--- src/hw/gpio_mode_map.vh ---
// Mode encodings and port layout for the pin mode configuration logic
`ifndef GPIO_MODE_MAP_VH
`define GPIO_MODE_MAP_VH

// ==========================================
// Mode codes
`define MODE_ANALOG 4'h0
`define MODE_IN_FLOAT 4'h4
`define MODE_IN_PULL 4'h8
`define MODE_OUT_PP 4'h1
`define MODE_OUT_OD 4'h5
`define MODE_ALT_PP 4'h9
`define MODE_ALT_OD 4'hd

// ==========================================
// Field layout
`define MODE_FIELD_W 4
`define PINS_PER_CFG 4
`define PORT_C_PIN_SEVEN_LSB 12
`define PORT_C_PIN_SEVEN_MSB 15
`define PORT_C_PIN_SEVEN_CLEAR 16'h0fff
`define PORT_C_PIN_SEVEN_PULLED 16'h8000
`define MODE_RESET 4'h4

`endif

--- src/hw/pin_mode_cell.v ---
// One pin: decodes its mode code into driver, pull and input controls
`include "gpio_mode_map.vh"

module pin_mode_cell (
  input wire clk_i,
  input wire rst_i,
  input wire [3:0] mode_i,
  input wire out_value_i,
  input wire alt_value_i,
  input wire pad_in_i,
  output reg pad_out_o,
  output reg pad_oe_o,
  output reg pull_up_o,
  output reg pull_down_o,
  output reg analog_en_o,
  output wire in_value_o
);

  // ==========================================
  // Input synchroniser
  reg sync1_q;
  reg sync2_q;
  reg [3:0] mode_q;

  always @(posedge clk_i or posedge rst_i) begin
    if (rst_i) begin
      sync1_q <= 1'b0;
      sync2_q <= 1'b0;
      mode_q <= `MODE_RESET;
    end else begin
      sync1_q <= pad_in_i;
      sync2_q <= sync1_q;
      mode_q <= mode_i;
    end
  end

  assign in_value_o = (mode_q == `MODE_ANALOG) ? 1'b1 : sync2_q;

  // ==========================================
  // Mode decode, registered
  reg out_d;
  reg oe_d;
  reg pu_d;
  reg pd_d;
  reg an_d;

  always @* begin
    out_d = 1'b0;
    oe_d = 1'b0;
    pu_d = 1'b0;
    pd_d = 1'b0;
    an_d = 1'b0;
    case (mode_i)
      `MODE_ANALOG: begin
        an_d = 1'b1;
      end
      `MODE_IN_FLOAT: begin
        oe_d = 1'b0;
      end
      `MODE_IN_PULL: begin
        pu_d = out_value_i;
        pd_d = ~out_value_i;
      end
      `MODE_OUT_PP: begin
        out_d = out_value_i;
        oe_d = 1'b1;
      end
      `MODE_OUT_OD: begin
        oe_d = ~out_value_i;
      end
      `MODE_ALT_PP: begin
        out_d = alt_value_i;
        oe_d = 1'b1;
      end
      `MODE_ALT_OD: begin
        oe_d = ~alt_value_i;
      end
      default: begin
        oe_d = 1'b0;
      end
    endcase
  end

  always @(posedge clk_i or posedge rst_i) begin
    if (rst_i) begin
      pad_out_o <= 1'b0;
      pad_oe_o <= 1'b0;
      pull_up_o <= 1'b0;
      pull_down_o <= 1'b0;
      analog_en_o <= 1'b0;
    end else begin
      pad_out_o <= out_d;
      pad_oe_o <= oe_d;
      pull_up_o <= pu_d;
      pull_down_o <= pd_d;
      analog_en_o <= an_d;
    end
  end

endmodule // pin_mode_cell

--- src/hw/gpio_pin_mode_config.v ---
// Port-wide pin mode configuration: per-pin mode fields to pad controls
`include "gpio_mode_map.vh"

module gpio_pin_mode_config #(
  parameter PINS = 8
) (
  input wire clk_i,
  input wire rst_i,
  input wire [4*PINS-1:0] port_mode_config_register_i,
  input wire [PINS-1:0] pin_output_value_i,
  input wire [PINS-1:0] periph_value_i,
  input wire [PINS-1:0] pad_in_i,
  output wire [PINS-1:0] pad_out_o,
  output wire [PINS-1:0] pad_oe_o,
  output wire [PINS-1:0] pull_up_o,
  output wire [PINS-1:0] pull_down_o,
  output wire [PINS-1:0] analog_en_o,
  output reg [PINS-1:0] pin_input_value_o
);

  // ==========================================
  // Per-pin cells
  wire [PINS-1:0] in_val;

  genvar g;
  generate
    for (g = 0; g < PINS; g = g + 1) begin : pin
      // four-bit field slice; pin seven is bits 31:28 here, bits 15:12 of the high half
      pin_mode_cell u_cell (
        .clk_i(clk_i),
        .rst_i(rst_i),
        .mode_i(port_mode_config_register_i[4*g+3:4*g]),
        .out_value_i(pin_output_value_i[g]),
        .alt_value_i(periph_value_i[g]),
        .pad_in_i(pad_in_i[g]),
        .pad_out_o(pad_out_o[g]),
        .pad_oe_o(pad_oe_o[g]),
        .pull_up_o(pull_up_o[g]),
        .pull_down_o(pull_down_o[g]),
        .analog_en_o(analog_en_o[g]),
        .in_value_o(in_val[g])
      );
    end
  endgenerate

  // ==========================================
  // Input value register; analog pins forced high inside the cell
  always @(posedge clk_i or posedge rst_i) begin
    if (rst_i) begin
      pin_input_value_o <= {PINS{1'b0}};
    end else begin
      pin_input_value_o <= in_val;
    end
  end

endmodule // gpio_pin_mode_config

--- config.mk ---
export PLATFORM = sky130hd
export DESIGN_NAME = gpio_pin_mode_config
export DESIGN_NICKNAME = d
export VERILOG_FILES = /design/src/hw/pin_mode_cell.v /design/src/hw/gpio_pin_mode_config.v
export VERILOG_INCLUDE_DIRS = /design/src /design/src/hw
export SDC_FILE = /design/constraint.sdc
export NUM_CORES = 1
export LEC_CHECK = 0
export BUFFER_PORTS_ARGS = -buffer_cell sky130_fd_sc_hd__buf_2
export CORE_ASPECT_RATIO = 1.25
export CORE_MARGIN = 10
export CORE_UTILIZATION = 45
export CTS_CLUSTER_DIAMETER = 120
export DETAILED_ROUTE_END_ITERATION = 10
export GPL_ROUTABILITY_DRIVEN = 0
export PLACE_DENSITY = 0.71
export SYNTH_ARGS = -nofsm -noshare
export SYNTH_HDL_FRONTEND = slang
export SYNTH_HIERARCHICAL = 1
export SYNTH_SLANG_ARGS = --single-unit
--- constraint.sdc ---
create_clock -name clk_i -period 1.8 [get_ports clk_i]
set_input_delay 0.45 -clock clk_i [delete_from_list [all_inputs] [get_ports clk_i]]
set_output_delay 0.45 -clock clk_i [all_outputs]
set_load 0.01 [all_outputs]
==> run summary <==
clock transition at the registers of the reported paths: 90 ps
Total Wirelength: 6.16 mm
synth warn: 6
outcome: completed
pwr dens: 1020 nW/um^2
worst r2r path cells: 1
Hold Path Class: primary input to async pin
antenna violations before repair: 0
r2r startpoint: pin[4].u_cell/mode_q[1]
maximum fanout along the worst path: 1
pre-CTS setup slack: 495 ps
area grow syn2layout: 27.7%
crit-path leading delay family: flip-flops
maximum VDD drop: 0.741 mV
H-tree depth: 3
Post-Synthesis Cells: 193
Data arrival, critical path: 860 ps
num ports: 106
worst path cell trace: buf_2
Layout Utilization: 58.8%
Pint: 3.02 mW
largest net degree at the start of global routing: 17
Final Max Tran Viols: 0
Final Worst Setup Slack: 486 ps
Num CTS Buffers: 9
mapped cell area: 3010 sq um
Worst-Margin Slew: 421 ps
post-CTS sizing: 0
# fillers: 579
crit-path max cell delay: 380 ps
register area share after synthesis: 80.2%
Skew-Pair Late Insertion Delay: 350 ps
Sw Pwr: 889 uW
die height: 111 um
setup TNS: 0 ps
crit start category: flip-flop
internal reg-to-reg setup slack: 970 ps
core area: 6520 sq um
P_leak: 2.03 nW
first-iteration detailed-routing DRC count: 48
Netlist cell types: 11
Initial Util: 46.1%
Synthesized Nets: 251
worst r2r dst: pin_input_value_o[4]
Total GRT Usage: 12.6%
DP HPWL: 5.00 mm
fmax: 0.761 GHz
CP Capture Type: output port
design area: 3840 sq um
global-route wire length before repair: 10.2 mm
Area after DPL: 3640 sq um
Max Cap Viol: 0
hold slack: 172 ps
Post-CTS Setup Bufs: 0
Hold Buf Count CTS: 0
via count: 1836
Worst slew margin: 71.9%
port bufs: 105
RSZ-0062 raised after global routing: false
#FFs+latches synth: 96
remaining antenna violation count: 0
Crit-path slowest cell: dfrtp_1
die width: 93.1 um
layout cells sized above 1: 43.0%
# diodes: 0
Sink Count: 96
First-pass DRT Iterations: 4
final setup fails: 0
Layout Nets: 367
clock root buffer: clkbuf_8
clock buffer depth: 2
DRC Markers: 0
min Tclk post-route: 1310 ps
CP bufs+invs: 1
Clock Skews: 6.27 ps
CP required: 1350 ps
clock power share: 35.0%
Mapped Avg Cell Area: 15.6 sq um
Row Count: 33
DR WL/cell: 15.4 um
TritonCTS clock tree: yes
Seq pwr share: 58.2%
final period utilization: 73.0%
Switching Share: 22.7%
number of global-route vias before repair: 2112
Vias/cell: 4.58
total grt overflow: 0
die area: 10400 sq um
final hold vios: 0
CP Class: flip-flop to output port
Comb power frac: 6.8%
-- metal layers --
metal	GRT usage [%]	up-vias	share of wire, %
met3	4.64	10	7.5
met2	20.8	59	54
met5	0	-	0
met1	13.5	891	36
met4	6.80	0	2.5
li1	-	876	-
-- flip-flops by register name (all words and copies together) (netlist names) --
register,flops
pin.u_cell/mode_q,32
pin.u_cell/analog_en_o,8
pin.u_cell/pad_oe_o,8
pin.u_cell/pad_out_o,8
pin.u_cell/pull_down_o,8
pin.u_cell/pull_up_o,8
pin.u_cell/sync1_q,8
pin.u_cell/sync2_q,8
pin_input_value_o,8
-- synth_stat cells --
| cell type | number | area, sq um |
|---|---|---|
| dfstp_2 | 8 | 210 |
| mux2_2 | 8 | 90.1 |
| inv_1 | 25 | 93.8 |
| nand2b_1 | 8 | 50.1 |
| or4b_1 | 8 | 80.1 |
| dfrtp_1 | 88 | 2200 |
| o41ai_1 | 8 | 70.1 |
| nor2_1 | 16 | 60.1 |
| nor4_1 | 8 | 50.1 |
| nor3b_1 | 8 | 60.1 |
| a21oi_1 | 8 | 40.0 |
-- cell usage in the layout, fill, tap and decap left out, drive strengths merged --
master / count
a21oi: 8
buf: 105
bufinv: 1
clkbuf: 11
clkinv: 2
clkinvlp: 1
dfrtp: 88
dfstp: 8
inv: 26
mux2: 8
nand2b: 8
nor2: 16
nor3b: 8
nor4: 8
o41ai: 8
or4b: 8
-- cell families after synthesis --
family	share of synthesized area, %
AND/OR/NAND/NOR	9.99
AO/OA/AOI/OAI	3.66
flip-flops	80.2
multiplexers	3.00
buffers and inverters	3.12
-- cell type report --
| class | count | area [sq um] | area share [%] |
|---|---|---|---|
| clock buffers | 11 | 131 | 3.42 |
| clock inverters | 5 | 66.3 | 1.73 |
| inverters | 25 | 93.8 | 2.44 |
| multi-input cells | 72 | 500 | 13.0 |
| flip-flops and latches | 96 | 2410 | 62.8 |
| well taps | 87 | 109 | 2.84 |
| repair buffers | 105 | 526 | 13.7 |
-- how the worst max path moves through the flow --
| stage | end | startpoint | depth (start not counted) |
|---|---|---|---|
| 2_1_floorplan | pin[0].u_cell/pull_down_o | port_mode_config_register_i[1] | 2 |
| 3_3_place_gp | pin[5].u_cell/pull_up_o | port_mode_config_register_i[21] | 3 |
| 3_5_place_dp | pin[6].u_cell/pull_down_o | port_mode_config_register_i[25] | 3 |
| 4_1_cts | pad_oe_o[4] | pin[4].u_cell/pad_oe_o | 1 |
| 5_1_grt | pin_input_value_o[2] | pin_input_value_o[2] | 1 |
| 6_report | pad_out_o[4] | pin[4].u_cell/pad_out_o | 1 |
-- per-stage QoR --
stage | total power, mW | cells
6_report | 3.91 | 401
5_1_grt | 4.09 | 401
4_1_cts | 3.96 | 401
3_5_place_dp | 2.59 | 385
3_3_place_gp | 2.58 | 385
2_1_floorplan | 2.43 | 193
-- power groups by stage --
stage	registers, mW	logic (mW)	clock network [mW]
2_1_floorplan	2.33	0.0930	0
3_3_place_gp	2.31	0.266	0
3_5_place_dp	2.32	0.274	0
4_1_cts	2.28	0.275	1.41
5_1_grt	2.28	0.305	1.50
6_report	2.27	0.266	1.37
(Power assumes the default switching activity.)
